$ cat src/bdc_pkg.sv
/*
 Package for the bridge diagnostic and chip control register bank: offsets, bit positions, reset values, timing counts, carriers.
 Assumes a single 250 MHz clock domain; timeouts are counted in PCI clocks signalled by a one-cycle enable.
*/
package bdc_pkg;

	// Register byte offsets
	localparam logic [7:0] BDC_OFS_DIAG = 8'h40;
	localparam logic [7:0] BDC_OFS_BCTL = 8'h3C;
	localparam logic [7:0] BDC_OFS_IRQ_STAT = 8'h80;
	localparam logic [7:0] BDC_OFS_IRQ_MASK = 8'h84;

	// Bridge control upper field positions
	localparam int BDC_BIT_PRI_TMO_SEL = 24;
	localparam int BDC_BIT_SEC_TMO_SEL = 25;
	localparam int BDC_BIT_TMO_STAT = 26;
	localparam int BDC_BIT_DISC_SERR_EN = 27;

	// Diag_chip_control field positions
	localparam int BDC_BIT_WR_DISC = 1;
	localparam int BDC_BIT_PF_DIS = 4;
	localparam int BDC_BIT_LIVE_INS = 5;
	localparam int BDC_BIT_CHIP_RST = 8;
	localparam int BDC_BIT_CTR_TEST_LO = 9;

	// Interrupt status bit positions
	localparam int BDC_IRQ_PRI_TMO = 0;
	localparam int BDC_IRQ_SEC_TMO = 1;
	localparam int BDC_IRQ_DISC = 2;
	localparam int BDC_IRQ_RST_DONE = 3;
	localparam int BDC_IRQ_W = 4;

	// Reset values
	localparam logic [31:0] BDC_BCTL_RST = 32'h0000_0000;
	localparam logic [15:0] BDC_DIAG_RST = 16'h0000;
	localparam logic [1:0] BDC_CTR_TEST_RST = 2'h0;

	// Timeout lengths as exponents of two, in PCI clocks
	localparam int BDC_TMO_LONG_EXP = 15;
	localparam int BDC_TMO_SHORT_EXP = 10;
	localparam logic [15:0] BDC_TMO_LONG = 16'h8000;
	localparam logic [15:0] BDC_TMO_SHORT = 16'h0400;

	// Chip reset pulse length in ns and its cycle count at 250 MHz
	localparam int BDC_CLK_MHZ = 250;
	localparam int BDC_RST_NS = 1000;
	localparam int BDC_RST_CYCLES = (BDC_RST_NS * BDC_CLK_MHZ + 999) / 1000;

	// Delayed-transaction queue head events of one port
	typedef struct packed {
		logic head;     // Transaction sits at the front of the queue
		logic repeated; // Initiator repeated the request
		logic done;     // Transaction left the queue normally
	} bdc_dt_t;

	// Register bus request
	typedef struct packed {
		logic [7:0] addr;
		logic [31:0] wdata;
		logic wr;
		logic rd;
	} bdc_bus_t;

endpackage

$ cat src/bdc_ctrl.sv
/*
 Bridge diag_chip_control register bank with master timeout counters and interrupt status.
 Assumes a simple register port (read data one cycle after the read strobe) and a pci_tick enable per PCI clock.
*/
// Implementation choice: the strobed register port.
`timescale 1ns/1ps
module bdc_ctrl
	import bdc_pkg::*;
#(
	parameter int RST_CYCLES = BDC_RST_CYCLES
)
(
	// Clock and reset
	input wire logic sys_clk,
	input wire logic resetn,
	// Register port
	input wire bdc_bus_t bus,
	output logic [31:0] rdata,
	// PCI clock enable
	input wire logic pci_tick,
	// Delayed transactions, primary and secondary
	input wire bdc_dt_t pri_dt,
	input wire bdc_dt_t sec_dt,
	output logic pri_discard,
	output logic sec_discard,
	// Discard timers
	input wire logic pri_disc_expire,
	input wire logic sec_disc_expire,
	output logic primary_system_error_n,
	// Command register and live insertion pin
	input wire logic io_en_in,
	input wire logic mem_en_in,
	input wire logic master_en_in,
	input wire logic gpio3_in,
	input wire logic gpio3_is_input,
	output logic io_en_eff,
	output logic mem_en_eff,
	output logic master_en_eff,
	output logic accept_io,
	output logic accept_mem,
	// Data path controls
	output logic wr_disc_cacheline,
	output logic upstream_prefetch,
	output logic forward_byte_en,
	output logic single_dword,
	output logic [1:0] ctr_test_sel,
	// Chip reset
	output logic chip_reset,
	output logic sec_bus_reset_n,
	// Interrupt
	output logic irq
);

	// Control storage
	logic pri_tmo_sel_reg;   // Primary timeout select
	logic sec_tmo_sel_reg;   // Secondary timeout select
	logic tmo_stat_reg;      // Timeout status flag
	logic disc_serr_en_reg;  // Discard timer error enable
	logic wr_disc_reg;       // Write disconnect select
	logic pf_dis_reg;        // Prefetch disable
	logic live_ins_reg;      // Live insertion mode
	logic chip_rst_reg;      // Chip reset in progress
	logic [1:0] ctr_test_reg; // Counter test select, read-only
	logic [BDC_IRQ_W-1:0] irq_stat_reg; // Sticky events
	logic [BDC_IRQ_W-1:0] irq_mask_reg; // Interrupt enables
	logic [1:0] disc_reg; // Discard pulses, bit 0 primary, bit 1 secondary
	logic [15:0] rst_cnt_reg; // Chip reset sequence counter
	logic serr_reg;           // System error drive

	// Decoded strobes and events
	logic wr_bctl;
	logic wr_diag;
	logic wr_mask;
	logic rd_stat;
	logic [1:0] hit; // Timeout expiry per port, bit 0 primary
	logic [1:0] tmo_sel; // Timeout select per port
	bdc_dt_t dt [2]; // Queue events per port
	logic rst_done;
	logic [BDC_IRQ_W-1:0] irq_ev;
	logic live_mask;
	logic [31:0] bctl_view;
	logic [15:0] diag_view;

	// Address decode for writes and status reads
	always_comb
	begin
		wr_bctl = bus.wr && (bus.addr == BDC_OFS_BCTL);
		wr_diag = bus.wr && (bus.addr == BDC_OFS_DIAG);
		wr_mask = bus.wr && (bus.addr == BDC_OFS_IRQ_MASK);
		rd_stat = bus.rd && (bus.addr == BDC_OFS_IRQ_STAT);
	end

	// Per-port copies of the timeout selects and queue events
	assign tmo_sel = {sec_tmo_sel_reg, pri_tmo_sel_reg};
	assign dt[0] = pri_dt;
	assign dt[1] = sec_dt;

	// Master timeout per port: counts PCI clocks only while its transaction heads the queue
	for (genvar p = 0; p < 2; p++)
	begin : g_tmo
		logic [15:0] lim; // Limit in PCI clocks
		logic [15:0] cnt_reg; // Timeout counter
		logic run_reg; // Counter armed
		logic rep_reg; // Initiator repeated at least once
		assign lim = tmo_sel[p] ? BDC_TMO_SHORT : BDC_TMO_LONG;
		// Head needed too, so a stalled count cannot expire once the transaction left the front
		assign hit[p] = dt[p].head && run_reg && pci_tick && (cnt_reg == lim - 16'h0001);
		always_ff @(posedge sys_clk)
		begin
			if (!resetn || chip_rst_reg || dt[p].done || hit[p])
			begin
				// Reset, transaction left the queue, or timed out
				cnt_reg <= 16'h0000;
				run_reg <= 1'b0;
				rep_reg <= 1'b0;
			end
			else if (dt[p].head)
			begin
				run_reg <= 1'b1;
				if (dt[p].repeated)
				begin
					rep_reg <= 1'b1;
				end
				if (run_reg && pci_tick)
				begin
					cnt_reg <= cnt_reg + 16'h0001;
				end
			end
		end
		// Discard pulse when no repeat came before expiry
		always_ff @(posedge sys_clk)
		begin
			if (!resetn)
			begin
				disc_reg[p] <= 1'b0;
			end
			else
			begin
				disc_reg[p] <= hit[p] && !rep_reg && !dt[p].repeated;
			end
		end
	end
	assign pri_discard = disc_reg[0];
	assign sec_discard = disc_reg[1];

	// Bridge control upper: select bits and error enable
	always_ff @(posedge sys_clk)
	begin
		if (!resetn || chip_rst_reg)
		begin
			pri_tmo_sel_reg <= BDC_BCTL_RST[BDC_BIT_PRI_TMO_SEL];
			sec_tmo_sel_reg <= BDC_BCTL_RST[BDC_BIT_SEC_TMO_SEL];
			disc_serr_en_reg <= BDC_BCTL_RST[BDC_BIT_DISC_SERR_EN];
		end
		else if (wr_bctl)
		begin
			pri_tmo_sel_reg <= bus.wdata[BDC_BIT_PRI_TMO_SEL];
			sec_tmo_sel_reg <= bus.wdata[BDC_BIT_SEC_TMO_SEL];
			disc_serr_en_reg <= bus.wdata[BDC_BIT_DISC_SERR_EN];
		end
	end

	// Timeout status: expiry sets, write one clears, set wins
	always_ff @(posedge sys_clk)
	begin
		if (!resetn || chip_rst_reg)
		begin
			tmo_stat_reg <= 1'b0;
		end
		else if (|hit)
		begin
			tmo_stat_reg <= 1'b1;
		end
		else if (wr_bctl && bus.wdata[BDC_BIT_TMO_STAT])
		begin
			tmo_stat_reg <= 1'b0;
		end
	end

	// System error output, registered
	always_ff @(posedge sys_clk)
	begin
		if (!resetn)
		begin
			serr_reg <= 1'b0;
		end
		else
		begin
			serr_reg <= disc_serr_en_reg && (pri_disc_expire || sec_disc_expire);
		end
	end
	assign primary_system_error_n = !serr_reg;

	// Diag_chip_control fields
	always_ff @(posedge sys_clk)
	begin
		if (!resetn)
		begin
			wr_disc_reg <= BDC_DIAG_RST[BDC_BIT_WR_DISC];
			pf_dis_reg <= BDC_DIAG_RST[BDC_BIT_PF_DIS];
			live_ins_reg <= BDC_DIAG_RST[BDC_BIT_LIVE_INS];
			ctr_test_reg <= BDC_CTR_TEST_RST;
		end
		else if (chip_rst_reg)
		begin
			wr_disc_reg <= BDC_DIAG_RST[BDC_BIT_WR_DISC];
			pf_dis_reg <= BDC_DIAG_RST[BDC_BIT_PF_DIS];
			live_ins_reg <= BDC_DIAG_RST[BDC_BIT_LIVE_INS];
		end
		else if (wr_diag)
		begin
			wr_disc_reg <= bus.wdata[BDC_BIT_WR_DISC];
			pf_dis_reg <= bus.wdata[BDC_BIT_PF_DIS];
			live_ins_reg <= bus.wdata[BDC_BIT_LIVE_INS];
		end
	end

	// Chip reset sequence, self-clearing
	assign rst_done = chip_rst_reg && (rst_cnt_reg == 16'(RST_CYCLES - 1));
	always_ff @(posedge sys_clk)
	begin
		if (!resetn)
		begin
			chip_rst_reg <= 1'b0;
			rst_cnt_reg <= 16'h0000;
		end
		else if (rst_done)
		begin
			chip_rst_reg <= 1'b0;
			rst_cnt_reg <= 16'h0000;
		end
		else if (chip_rst_reg)
		begin
			rst_cnt_reg <= rst_cnt_reg + 16'h0001;
		end
		else if (wr_diag && bus.wdata[BDC_BIT_CHIP_RST])
		begin
			chip_rst_reg <= 1'b1;
		end
	end
	assign chip_reset = chip_rst_reg;
	assign sec_bus_reset_n = !chip_rst_reg;

	// Data path controls
	assign wr_disc_cacheline = wr_disc_reg;
	assign upstream_prefetch = !pf_dis_reg;
	assign forward_byte_en = pf_dis_reg;
	assign single_dword = pf_dis_reg;
	assign ctr_test_sel = ctr_test_reg;

	// Live insertion masking of command enables
	assign live_mask = live_ins_reg && gpio3_is_input && gpio3_in;
	assign io_en_eff = io_en_in && !live_mask;
	assign mem_en_eff = mem_en_in && !live_mask;
	assign master_en_eff = master_en_in && !live_mask;
	assign accept_io = io_en_eff && !chip_rst_reg;
	assign accept_mem = mem_en_eff && !chip_rst_reg;

	// Interrupt events, mask and sticky status cleared by read
	always_comb
	begin
		irq_ev = '0;
		irq_ev[BDC_IRQ_PRI_TMO] = hit[0];
		irq_ev[BDC_IRQ_SEC_TMO] = hit[1];
		irq_ev[BDC_IRQ_DISC] = pri_disc_expire || sec_disc_expire;
		irq_ev[BDC_IRQ_RST_DONE] = rst_done;
	end
	always_ff @(posedge sys_clk)
	begin
		if (!resetn)
		begin
			irq_stat_reg <= '0;
		end
		else if (rd_stat)
		begin
			irq_stat_reg <= irq_ev; // New events survive the clearing read
		end
		else
		begin
			irq_stat_reg <= irq_stat_reg | irq_ev;
		end
	end
	always_ff @(posedge sys_clk)
	begin
		if (!resetn)
		begin
			irq_mask_reg <= '0;
		end
		else if (wr_mask)
		begin
			irq_mask_reg <= bus.wdata[BDC_IRQ_W-1:0];
		end
	end
	assign irq = |(irq_stat_reg & irq_mask_reg);

	// Register views, reserved bits zero
	always_comb
	begin
		bctl_view = '0;
		bctl_view[BDC_BIT_PRI_TMO_SEL] = pri_tmo_sel_reg;
		bctl_view[BDC_BIT_SEC_TMO_SEL] = sec_tmo_sel_reg;
		bctl_view[BDC_BIT_TMO_STAT] = tmo_stat_reg;
		bctl_view[BDC_BIT_DISC_SERR_EN] = disc_serr_en_reg;
		diag_view = '0;
		diag_view[BDC_BIT_WR_DISC] = wr_disc_reg;
		diag_view[BDC_BIT_PF_DIS] = pf_dis_reg;
		diag_view[BDC_BIT_LIVE_INS] = live_ins_reg;
		diag_view[BDC_BIT_CHIP_RST] = chip_rst_reg;
		diag_view[BDC_BIT_CTR_TEST_LO+1:BDC_BIT_CTR_TEST_LO] = ctr_test_reg;
	end

	// Read data one cycle after the strobe, zero otherwise
	always_ff @(posedge sys_clk)
	begin
		if (!resetn)
		begin
			rdata <= 32'h0000_0000;
		end
		else if (!bus.rd)
		begin
			rdata <= 32'h0000_0000;
		end
		else if (bus.addr == BDC_OFS_BCTL)
		begin
			rdata <= bctl_view;
		end
		else if (bus.addr == BDC_OFS_DIAG)
		begin
			rdata <= {16'h0000, diag_view};
		end
		else if (bus.addr == BDC_OFS_IRQ_STAT)
		begin
			rdata <= {{(32-BDC_IRQ_W){1'b0}}, irq_stat_reg};
		end
		else if (bus.addr == BDC_OFS_IRQ_MASK)
		begin
			rdata <= {{(32-BDC_IRQ_W){1'b0}}, irq_mask_reg};
		end
		else
		begin
			rdata <= 32'h0000_0000; // Unmapped reads zero
		end
	end

endmodule // bdc_ctrl

$ cat config.mk
export PLATFORM = sky130hd
export DESIGN_NAME = bdc_ctrl
export DESIGN_NICKNAME = d
export VERILOG_FILES = /design/src/bdc_pkg.sv /design/src/bdc_ctrl.sv
export SDC_FILE = /design/constraint.sdc
export NUM_CORES = 1
export LEC_CHECK = 0
export BUFFER_PORTS_ARGS = -buffer_cell sky130_fd_sc_hd__clkbuf_2
export CORE_MARGIN = 4
export CORE_UTILIZATION = 50
export DETAILED_ROUTE_END_ITERATION = 7
export HOLD_SLACK_MARGIN = 0.1
export PLACE_DENSITY_LB_ADDON = 0.25
export SYNTH_ARGS = -nofsm -noshare
export SYNTH_HDL_FRONTEND = slang
export SYNTH_SLANG_ARGS = --single-unit
$ cat constraint.sdc
create_clock -name sys_clk -period 2.5 [get_ports sys_clk]
set_input_delay 0.125 -clock sys_clk [delete_from_list [all_inputs] [get_ports sys_clk]]
set_output_delay 0.125 -clock sys_clk [all_outputs]
set_load 0.1 [all_outputs]
After elaboration in Yosys (flattened, before gate mapping)
Index checks and enable logic that the tools add are counted.
{"block": "word_totals", "reg_bits": 103, "word_cells": 106}
{"block": "classes", "add_sub_neg": 5, "n_eq_ne": 7, "muxes": 11, "bitwise": 4, "reduce_logical": 55}
{"operator": "16-bit by 1-bit adder with 16-bit output, second input constant", "n": 3}
{"operator": "16-bit equality test", "n": 2}
{"operator": "16-bit 2-to-1 mux", "n": 2}
{"operator": "16-bit by 1-bit subtractor with 16-bit output, second input constant", "n": 2}
{"operator": "28-bit 2-to-1 mux", "n": 1}
{"operator": "1-bit logical AND", "n": 27}
{"operator": "16-bit by 8-bit equality test with 1-bit output, second input constant", "n": 1}
{"operator": "8-bit equality test, second input constant", "n": 2}
{"operator": "4-bit 2-to-1 mux", "n": 3}
{"operator": "2-bit AND reduction", "n": 5}
{"operator": "1-bit logical NOT", "n": 9}
{"operator": "9-bit 2-to-1 mux", "n": 1}
{"operator": "8-bit by 6-bit equality test with 1-bit output, second input constant", "n": 1}
{"operator": "8-bit by 7-bit equality test with 1-bit output, second input constant", "n": 1}
{"operator": "4-bit OR reduction", "n": 2}
{"operator": "1-bit logical OR", "n": 6}
{"operator": "2-bit OR reduction", "n": 3}
{"operator": "5-bit OR reduction", "n": 1}
{"operator": "4-bit bitwise AND", "n": 1}
{"operator": "1-bit 2-to-1 mux", "n": 4}
{"operator": "4-bit bitwise OR", "n": 1}
{"operator": "3-bit OR reduction", "n": 1}
{"operator": "1-bit inverter", "n": 2}
{"operator": "2-bit nonzero test", "n": 1}

Logic depth before layout (Yosys ltp)
Gate-level depths: netlist of run 1.
{"block": "logic_depth", "word_depth": 6, "depth_mapped": 7}

Worst setup path before layout of run 1
OpenSTA, ideal clock, no wires.
{"block": "synth_timing", "path_type": "reg2out", "startpoint": "register chip_rst_reg (netlist: chip_reset)", "endpoint": "output accept_io", "arrival_ps": 2524, "required_time_ps": 2375, "setup_slack_ps": -149, "stages_incl_launch_ff": 4, "path_buffers": 1, "cell_sequence": "dfxtp_1 buf_2 inv_1 and3_1"}
{"block": "synth_between", "elab_chain_cells": 2}
{"element": "start: declaration", "line": "bdc_ctrl.sv:62", "text": "logic chip_rst_reg;"}
{"element": "start signal: assignment", "line": "bdc_ctrl.sv:224", "text": "chip_rst_reg <= 1'b0;"}
{"element": "start signal: assignment", "line": "bdc_ctrl.sv:229", "text": "chip_rst_reg <= 1'b0;"}
{"element": "start signal: assignment", "line": "bdc_ctrl.sv:238", "text": "chip_rst_reg <= 1'b1;"}
{"element": "1-bit logical NOT"}
{"element": "named net sec_bus_reset_n", "line": "bdc_ctrl.sv:49", "text": "output logic sec_bus_reset_n,"}
{"element": "1-bit logical AND", "line": "bdc_ctrl.sv:256", "text": "assign accept_io = io_en_eff && !chip_rst_reg;"}
{"element": "end: declaration", "line": "bdc_ctrl.sv:39", "text": "output logic accept_io,"}
The timed path passes the listed nets, and every way through them passes these cells.

Worst setup path in the final report of run 1
{"block": "layout_timing", "startpoint": "register g_tmo[1].cnt_reg[0]", "endpoint": "register g_tmo[1].cnt_reg[14]"}
{"block": "layout_between", "elab_chain_cells": 3, "elab_cells_between_ends": 4}
{"element": "start: declaration", "line": "bdc_ctrl.sv:102", "text": "logic [15:0] cnt_reg;"}
{"element": "start signal: assignment", "line": "bdc_ctrl.sv:126", "text": "cnt_reg <= cnt_reg + 16'h0001;"}
{"element": "branches (longest 3 deep; another with 16-bit by 1-bit adder with 16-bit output)"}
Parallel ways; which one is timed is not known.
A chain may end at the register's enable or synchronous reset.

==> impl_metrics.ini, run 1 <==
[timing]
setup_violations = 0
rsz0062_at_grt = false
finalClockSkew_ns = 0.00851
drv_slew = 0
final_hold_viol_count = 0
max_freq_mhz = 513
worst_pin_slew_ns = 0.655
post-route-period-util = 0.780
hold_ws_ns = 0.124
max_slew_margin = 0.560
fin_crit_ns = 1.95
tns_ns = 0

[placed_design]
dpl-instance-area_um2 = 4170
dp_hpwl_um = 6020
gp_congestion = 0.839
port_buffers = 62
placed_cells = 591

[route]
ant_nets = 0
wire_per_inst_um = 12.9
viasPerCell = 5.27
dr.pass1.iters = 4
drc_errors = 0
drt_iter0_markers = 98
routed_wl_um = 8090
vias = 3294

[critical_path]
crit_required_ns = 2.78
rrSetupSlack_ns = 0.55
crit_start = g_tmo[1].cnt_reg[0]$_SDFFE_PP0P_
end_kind = register
r2r-start = g_tmo[1].cnt_reg[0]$_SDFFE_PP0P_
crit_slowest_cell = or4_1
reg2reg_depth = 5
worst-path-stages = 5
r2r-end = g_tmo[1].cnt_reg[14]$_SDFFE_PP0P_
start_kind = register
path_buf_inv = 0
path_class = reg2reg
path_cells = ha_1 > nand4_2 > or4_1 > or3_1 > a21oi_1
worstSetupEndpoint = g_tmo[1].cnt_reg[14]$_SDFFE_PP0P_
max_stage_delay_ns = 0.65
arrival_ns = 2.23
critPathTopFamily = simple AND/OR/NAND/NOR gates
cp_max_fo = 8

[clock_network]
clkLatencyLatePin_ns = 0.35
cts_made_buffers = 9
clkTransAtPathRegs_ns = 0.08
cts_tree = yes
ctsHtreeMaxLevel = 3
cts.sinks = 82
hold_buffers = 18
cts_root_buf = clkbuf_8
cts_resized = 0
postCtsSetupBuffers = 0
cts_buffer_depth = 2

[global_route]
first_global_vias = 3093
gr-total-overflow = 0
grt_pass1_wl_um = 13200
antenna_found_initial = 1
grt_usage = 0.181
grt_max_degree = 18

[outcome]
status = finished, final reports clean

[worst_hold_path]
min-delay-start = pri_dt[0]
hold_depth = 4
hp-class = in2reg

[layout]
drive_above_1_share = 0.177
fillers = 646
nets = 583
area_delta_synth_final_pct = 17.8
largest_reg_flops = 32
final_area_um2 = 4550
final_cells = 625
antenna_cells = 0

[synth]
ys_ff_latch = 82
synth_area_um2 = 3860
avgSynthCellArea_um2 = 8.74
ys.flop_type = dfxtp_1
yosysSeqAreaShare = 0.425
ys_warn_count = 0
synthDistinctLibCells = 52
syn_inst = 442
async_reset_ff_frac = 0
synth_edf_count = 0

[die]
io_pins = 107
coreArea_um2 = 7370
die-area_um2 = 9190
die_height_um = 95.9
initial_utilization = 0.524
rows = 31
die_w_um = 95.9

[power_and_ir_drop]
total_power_w = 0.00255
vdd_drop_max_mv = 0.298
power_density_nw_per_um2 = 562
leakage_nw = 1.74

[run]
max_cap_viol_count = 0
==> kinds of logic (layout without fill, tap and decap cells) <==
logic type               Yosys count  count (layout)  share of synthesized area
multiplexers                      16              16                     0.0415
XOR/XNOR                          30              30                     0.0680
AND/OR/NAND/NOR                  211             211                      0.300
flip-flops                        82              82                      0.425
AO/OA/AOI/OAI                     48              48                     0.0774
buffers and inverters             50             112                     0.0736
adder cells (fa/ha/maj)            4               4                     0.0130
other                              1              23                   0.000971
==> worst min path at each step <==
| stage | end |
|---|---|
| after floorplan | pri_discard$_SDFF_PN0_ |
| after global placement | pri_discard$_SDFF_PN0_ |
| after detailed placement | pri_discard$_SDFF_PN0_ |
| after CTS | g_tmo[0].cnt_reg[13]$_SDFFE_PP0P_ |
| after global routing | g_tmo[0].cnt_reg[13]$_SDFFE_PP0P_ |
| final | g_tmo[0].cnt_reg[13]$_SDFFE_PP0P_ |
==> cells in the final DEF, fill, tap and decap left out, types with 2 or more instances in the layout <==
| cell | instances |
|---|---|
| dfxtp_1 | 82 |
| clkbuf_2 | 62 |
| nor2_1 | 59 |
| nand2_1 | 24 |
| nand3_1 | 23 |
| conb_1 | 23 |
| xnor2_1 | 18 |
| dlygate4sd3_1 | 18 |
| a21oi_1 | 17 |
| mux2i_1 | 16 |
| nand4_1 | 13 |
| inv_1 | 12 |
| xor2_1 | 12 |
| nor3_1 | 11 |
| and2_1 | 10 |
| o21ai_0 | 10 |
| or3_1 | 10 |
| nor4_1 | 10 |
| clkbuf_8 | 10 |
| and4_1 | 9 |
| nor2b_1 | 6 |
| or4_1 | 6 |
| and3_1 | 5 |
| o31ai_1 | 4 |
| nand2b_1 | 4 |
| ha_1 | 4 |
| buf_4 | 4 |
| a22oi_1 | 3 |
| nor4b_1 | 3 |
| nor3b_1 | 3 |
| or2_2 | 3 |
| a21boi_0 | 3 |
| clkinv_2 | 3 |
| and3_2 | 2 |
| and4b_1 | 2 |
==> Yosys cell counts (7+ instances only) <==
| master | n | area (um2) |
|---|---|---|
| xnor2_1 | 18 | 158 |
| nand4_1 | 13 | 81.3 |
| inv_1 | 12 | 45.0 |
| nand2_1 | 24 | 90.1 |
| or3_1 | 10 | 62.6 |
| and4_1 | 9 | 78.8 |
| and3_1 | 7 | 43.8 |
| and2_1 | 10 | 62.6 |
| mux2i_1 | 16 | 160 |
| nor3_1 | 11 | 55.1 |
| clkbuf_1 | 9 | 33.8 |
| a21oi_1 | 17 | 85.1 |
| nor4_1 | 10 | 62.6 |
| xor2_1 | 12 | 105 |
| nor2_1 | 59 | 221 |
| nand3_1 | 23 | 115 |
| o21ai_0 | 10 | 50.1 |
| buf_4 | 24 | 180 |
| dfxtp_1 | 82 | 1640 |
==> final cells by class <==
class                           instances  area, um2  share of cell area
Sequential cell                        82       1640               0.361
Timing Repair Buffer                   84        520               0.114
Tap cell                               99        124              0.0272
Inverter                               12       45.0             0.00991
Multi-Input combinational cell        332       2020               0.444
Clock buffer                           11        141              0.0311
Clock inverter                          5       53.8              0.0118
==> where the power goes <==
group	total, W	leakage [nW]	switching (W)	internal [W]
Clock	0.000939	0.103	0.000453	0.000486
Combinational	0.000302	0.975	0.000241	0.0000610
Sequential	0.00131	0.661	0.00000334	0.00131
Total	0.00255	1.74	0.000698	0.00186
==> tightest hold or removal path, delay by kind of cell <==
kind | cells | cell delay, ns
simple gates | 2 | 0.15
buf+inv | 1 | 0.09
compound gates | 1 | 0.06
==> per-stage QoR <==
step / setup WS [ns] / util
5_1_grt: 0.418 / 0.617
3_3_place_gp: 0.606 / 0.566
4_1_cts: 0.555 / 0.617
2_1_floorplan: 0.0949 / -
6_report: 0.550 / 0.617
3_5_place_dp: 0.569 / 0.566
==> routing by layer <==
layer  global-route usage  up-vias  routed length [um]
li1                     -     1669                   -
met1                0.215     1508                3580
met2                0.311      101                3770
met3               0.0438       14                 584
met4               0.0746        2                 142
met5                    0        -                  14
Power figures use the tool's default switching activity.
==> inputs of run 2 (changes only) <==
--- a/config.mk
+++ b/config.mk
@@ -7,7 +7,7 @@
 export LEC_CHECK = 0
 export BUFFER_PORTS_ARGS = -buffer_cell sky130_fd_sc_hd__clkbuf_2
 export CORE_MARGIN = 4
-export CORE_UTILIZATION = 50
+export CORE_UTILIZATION = 47
 export DETAILED_ROUTE_END_ITERATION = 7
 export HOLD_SLACK_MARGIN = 0.1
 export PLACE_DENSITY_LB_ADDON = 0.25
==> constraint.sdc (replaced) <==
create_clock -name sys_clk -period 1.7 [get_ports sys_clk]
set_input_delay 0.085 -clock sys_clk [delete_from_list [all_inputs] [get_ports sys_clk]]
set_output_delay 0.085 -clock sys_clk [all_outputs]
set_load 0.1 [all_outputs]
==> impl_metrics.ini, run 2 (synthesized netlist as in run 1, its figures left out) <==
[outcome]
status = finished, final reports clean

[timing]
max_freq_mhz = 593
fin_crit_ns = 1.69
hold_ws_ns = 0.117
drv_slew = 0
worst_pin_slew_ns = 0.560
rsz0062_at_grt = true
post-route-period-util = 0.992
max_slew_margin = 0.628
setup_violations = 0
finalClockSkew_ns = 0.0106
final_hold_viol_count = 0

[clock_network]
cts.sinks = 82
cts_buffer_depth = 2
ctsHtreeMaxLevel = 3
cts_made_buffers = 9
clkLatencyLatePin_ns = 0.35
cts_tree = yes
clkTransAtPathRegs_ns = 0.08
cts_root_buf = clkbuf_8

[layout]
mostFrequentLayoutCell = dfxtp_1
largest_reg_flops = 32
drive_above_1_share = 0.263
final_cells = 669
final_cell_mix = 76 x dfxtp_1, 62 x clkbuf_2, 59 x nor2_1
fillers = 674
layout.area.seq_um2 = 1650
area_delta_synth_final_pct = 29.5
nets = 625
antenna_cells = 0
multi_input_area_um2 = 2100

[critical_path]
worst-path-stages = 4
reg2reg_depth = 4
start_kind = register
path_cells = nor4b_2 > a32oi_1 > or4_4 > nor4b_2
max_stage_delay_ns = 0.56
critPathTopFamily = simple AND/OR/NAND/NOR gates
path_buf_inv = 0
path_class = reg2reg
crit_required_ns = 1.96
cp_max_fo = 3
crit_slowest_cell = or4_4
path_common_cell = nor4b_2
end_kind = register
arrival_ns = 1.94

[die]
die_height_um = 98.6
initial_utilization = 0.492
rows = 32
die-area_um2 = 9730
die_w_um = 98.6
coreArea_um2 = 7850
io_pins = 107

[route]
drc_errors = 0
wl_met2_um = 3970
route.met3.wl_um = 497
viasPerCell = 5.10
dr.pass1.iters = 4
ant_nets = 0
drt_iter0_markers = 153
wire_per_inst_um = 12.8
dr.max_layer_used = met4
routed_wl_um = 8550
vias = 3409
wl_met1_um = 3960

[worst_hold_path]
hold_depth = 3
hp-class = in2reg

[global_route]
gr-total-overflow = 0
grt_pass1_wl_um = 14300
antenna_found_initial = 0
grt_usage = 0.178
first_global_vias = 3175
grt_max_degree = 15

[power_and_ir_drop]
leakage_nw = 1.97
vdd_drop_max_mv = 0.543
power_density_nw_per_um2 = 795

[placed_design]
port_buffers = 62
placed_cells = 632
dp_hpwl_um = 6390
gp_congestion = 0.887

[run]
max_cap_viol_count = 0
==> run 2: cell count changes in the layout (fill, tap and decap cells not counted), sizes merged <==
| cell | before | now |
|---|---|---|
| inv | 12 | 11 |
| clkinvlp | 0 | 1 |
| clkinv | 4 | 2 |
| buf | 4 | 44 |
| bufinv | 1 | 2 |
| dlygate4sd3 | 18 | 20 |
==> run 2: worst paths after layout <==
check	slack, ns	start	to
max	0.01	g_tmo[0].cnt_reg[12]$_SDFFE_PP0P_	pri_discard$_SDFF_PN0_
min	0.12	sec_dt[0]	g_tmo[1].cnt_reg[14]$_SDFFE_PP0P_
max reg2reg	0.01	g_tmo[0].cnt_reg[12]$_SDFFE_PP0P_	pri_discard$_SDFF_PN0_
min reg2reg	0.45	g_tmo[0].rep_reg$_SDFFE_PP0P_	pri_discard$_SDFF_PN0_
==> run 2: report_power, final <==
group / internal (W) / switching, W
Sequential: 0.00192 / 0.00000572
Clock: 0.000910 / 0.000672
Combinational: 0.000105 / 0.000360
Total: 0.00294 / 0.00104
==> run 2: cell type report <==
| cell class | count | area share |
|---|---|---|
| Multi-Input combinational cell | 332 | 0.420 |
| Tap cell | 102 | 0.0255 |
| Clock buffer | 11 | 0.0305 |
| Inverter | 12 | 0.00976 |
| Clock inverter | 4 | 0.0148 |
| Timing Repair Buffer | 126 | 0.170 |
| Sequential cell | 82 | 0.330 |
==> run 2: repair_timing <==
action                                  4_1_cts  5_1_grt
endpoints found under the hold margin        23        0
pin swaps                                     1        1
endpoints found under the setup margin       18       33
resized for setup                             2       10
hold buffers                                 20        0
setup buffers                                 0        2
==> run 2: routing by layer <==
layer,vias to the layer above,global-route usage
met3,12,0.0354
li1,1750,-
met2,110,0.296
met4,0,0.0725
met1,1537,0.225
met5,-,0
==> run 2: per-stage QoR <==
step	TNS, ns	util	total power (W)	setup slack (ns)	instance area (um2)
final	0	0.637	0.00398	0.0132	5000
after detailed placement	-0.551	0.576	0.00240	-0.0612	4520
after global placement	-0.142	0.576	0.00240	-0.0310	4520
after global routing	-0.782	0.637	0.00414	-0.0740	5000
after CTS	0	0.632	0.00402	0.00428	4960
after floorplan	-0.278	-	0.00235	-0.0239	4030
==> run 2: worst min-delay path, cell delays in order <==
cell	delay [ns]
clkbuf_2	0.10
or2_2	0.19
a21oi_1	0.05
==> inputs of run 3 (changes only) <==
--- a/config.mk
+++ b/config.mk
@@ -7,7 +7,7 @@
 export LEC_CHECK = 0
 export BUFFER_PORTS_ARGS = -buffer_cell sky130_fd_sc_hd__clkbuf_2
 export CORE_MARGIN = 4
-export CORE_UTILIZATION = 47
+export CORE_UTILIZATION = 50
 export DETAILED_ROUTE_END_ITERATION = 7
 export HOLD_SLACK_MARGIN = 0.1
 export PLACE_DENSITY_LB_ADDON = 0.25
==> constraint.sdc (replaced) <==
create_clock -name sys_clk -period 2.05 [get_ports sys_clk]
set_input_delay 0.1025 -clock sys_clk [delete_from_list [all_inputs] [get_ports sys_clk]]
set_output_delay 0.1025 -clock sys_clk [all_outputs]
set_load 0.1 [all_outputs]
==> impl_metrics.ini, run 3 (synthesized netlist as in run 1, its figures left out) <==
[critical_path]
reg2reg_depth = 5
r2r-end = pri_discard$_SDFF_PN0_
r2r-start = g_tmo[0].cnt_reg[0]$_SDFFE_PP0P_
path_cells = ha_1 > and4_1 > nand2_1 > or4_1 > nor4b_1
path_class = reg2reg
cp_max_fo = 7
rrSetupSlack_ns = 0.22
start_kind = register
end_kind = register
max_stage_delay_ns = 0.50
crit_slowest_cell = or4_1
arrival_ns = 2.07
crit_required_ns = 2.29

[global_route]
grt_max_degree = 17
gr-total-overflow = 0
grt_use_met2 = 0.309
met1_usage = 0.232
busiest_layer = met2
use_met3 = 0.0375
grt_usage = 0.183
antenna_found_initial = 0
first_global_vias = 3049
grt_pass1_wl_um = 13300

[layout]
antenna_cells = 0
final_area_um2 = 4630
largest_reg_flops = 32
mostFrequentLayoutCell = dfxtp_1
nets = 590
final_cell_mix = 81 x dfxtp_1, 62 x clkbuf_2, 59 x nor2_1
finalCoreUtilization = 0.629
area_delta_synth_final_pct = 20.0
drive_above_1_share = 0.191

[timing]
drv_slew = 0
tns_ns = 0
max_slew_margin = 0.547
post-route-period-util = 0.893
setup_violations = 0
max_freq_mhz = 546
rsz0062_at_grt = false
finalClockSkew_ns = 0.0127
worst_pin_slew_ns = 0.674
final_hold_viol_count = 0
fin_crit_ns = 1.83
hold_ws_ns = 0.109

[route]
drt_iter0_markers = 98
ant_nets = 0
drc_errors = 0
viasPerCell = 5.19
wire_per_inst_um = 12.9
routed_wl_um = 8120
vias = 3280
dr.pass1.iters = 4

[clock_network]
cts_tree = yes
clkTransAtPathRegs_ns = 0.08
cts_made_buffers = 9
clkLatencyLatePin_ns = 0.35
cts_root_buf = clkbuf_8
cts_buffer_depth = 2
postCtsSetupBuffers = 0
ctsHtreeMaxLevel = 3
cts.sinks = 82

[die]
rows = 31
initial_utilization = 0.524
die-area_um2 = 9190
die_w_um = 95.9
coreArea_um2 = 7370
io_pins = 107
die_height_um = 95.9

[run]
max_cap_viol_count = 0

[worst_hold_path]
min-delay-start = pri_dt[0]
hold_depth = 4
hp-class = in2reg
min_to = g_tmo[0].cnt_reg[13]$_SDFFE_PP0P_

[placed_design]
port_buffers = 62
dp_hpwl_um = 6100
dpl-instance-area_um2 = 4220
gp_congestion = 0.809

[power_and_ir_drop]
vdd_drop_max_mv = 0.446
power_density_nw_per_um2 = 701
leakage_nw = 1.78

[outcome]
status = finished, final reports clean
## run 3: worst max-delay path by stage
stage | start | to
floorplan | chip_reset$_SDFF_PP0_ | accept_io
global placement | g_tmo[1].cnt_reg[0]$_SDFFE_PP0P_ | g_tmo[1].cnt_reg[14]$_SDFFE_PP0P_
detailed placement | g_tmo[1].cnt_reg[0]$_SDFFE_PP0P_ | tmo_stat_reg$_SDFFE_PP0P_
CTS | g_tmo[1].cnt_reg[0]$_SDFFE_PP0P_ | tmo_stat_reg$_SDFFE_PP0P_
global route | g_tmo[0].cnt_reg[1]$_SDFFE_PP0P_ | g_tmo[0].cnt_reg[3]$_SDFFE_PP0P_
finish | g_tmo[0].cnt_reg[0]$_SDFFE_PP0P_ | pri_discard$_SDFF_PN0_
## run 3: metal layers
metal,vias up,share of wire
met3,7,0.060
met4,0,0.011
met2,85,0.46
met1,1507,0.47
met5,-,0
li1,1681,-
## run 3: layout make-up
| type | count | area [um2] |
|---|---|---|
| Tap cell | 99 | 124 |
| Inverter | 12 | 48.8 |
| Fill cell | 633 | 2740 |
| Timing Repair Buffer | 91 | 576 |
| Clock buffer | 10 | 128 |
| Clock inverter | 6 | 90.1 |
| Sequential cell | 82 | 1640 |
| Multi-Input combinational cell | 332 | 2020 |
## run 3: power breakdown
group	total, W	internal, W	switching (W)
registers	0.00160	0.00160	0.00000419
clock network	0.00127	0.000691	0.000583
logic	0.000374	0.0000798	0.000294
## run 3: metrics by stage
| stage | cells | worst slack, ns | total power [W] |
|---|---|---|---|
| 2_1_floorplan | 464 | -0.0281 | 0.00195 |
| 3_3_place_gp | 597 | 0.192 | 0.00198 |
| 3_5_place_dp | 597 | 0.141 | 0.00198 |
| 4_1_cts | 632 | 0.123 | 0.00328 |
| 5_1_grt | 632 | 0.0507 | 0.00337 |
| 6_report | 632 | 0.219 | 0.00325 |
## run 3: critical path: cells and delay by family, from the launching register on
| family | cells | cell delay, ns |
|---|---|---|
| adder cells (fa/ha/maj) | 1 | 0.15 |
| flip-flops | 1 | 0.37 |
| AND/OR/NAND/NOR | 4 | 1.21 |
## run 3: what timing repair did
action	in CTS	in global routing
endpoints found under the hold margin	19	0
hold buffers	19	0
resized for setup	0	1
setup endpoints to repair	0	12
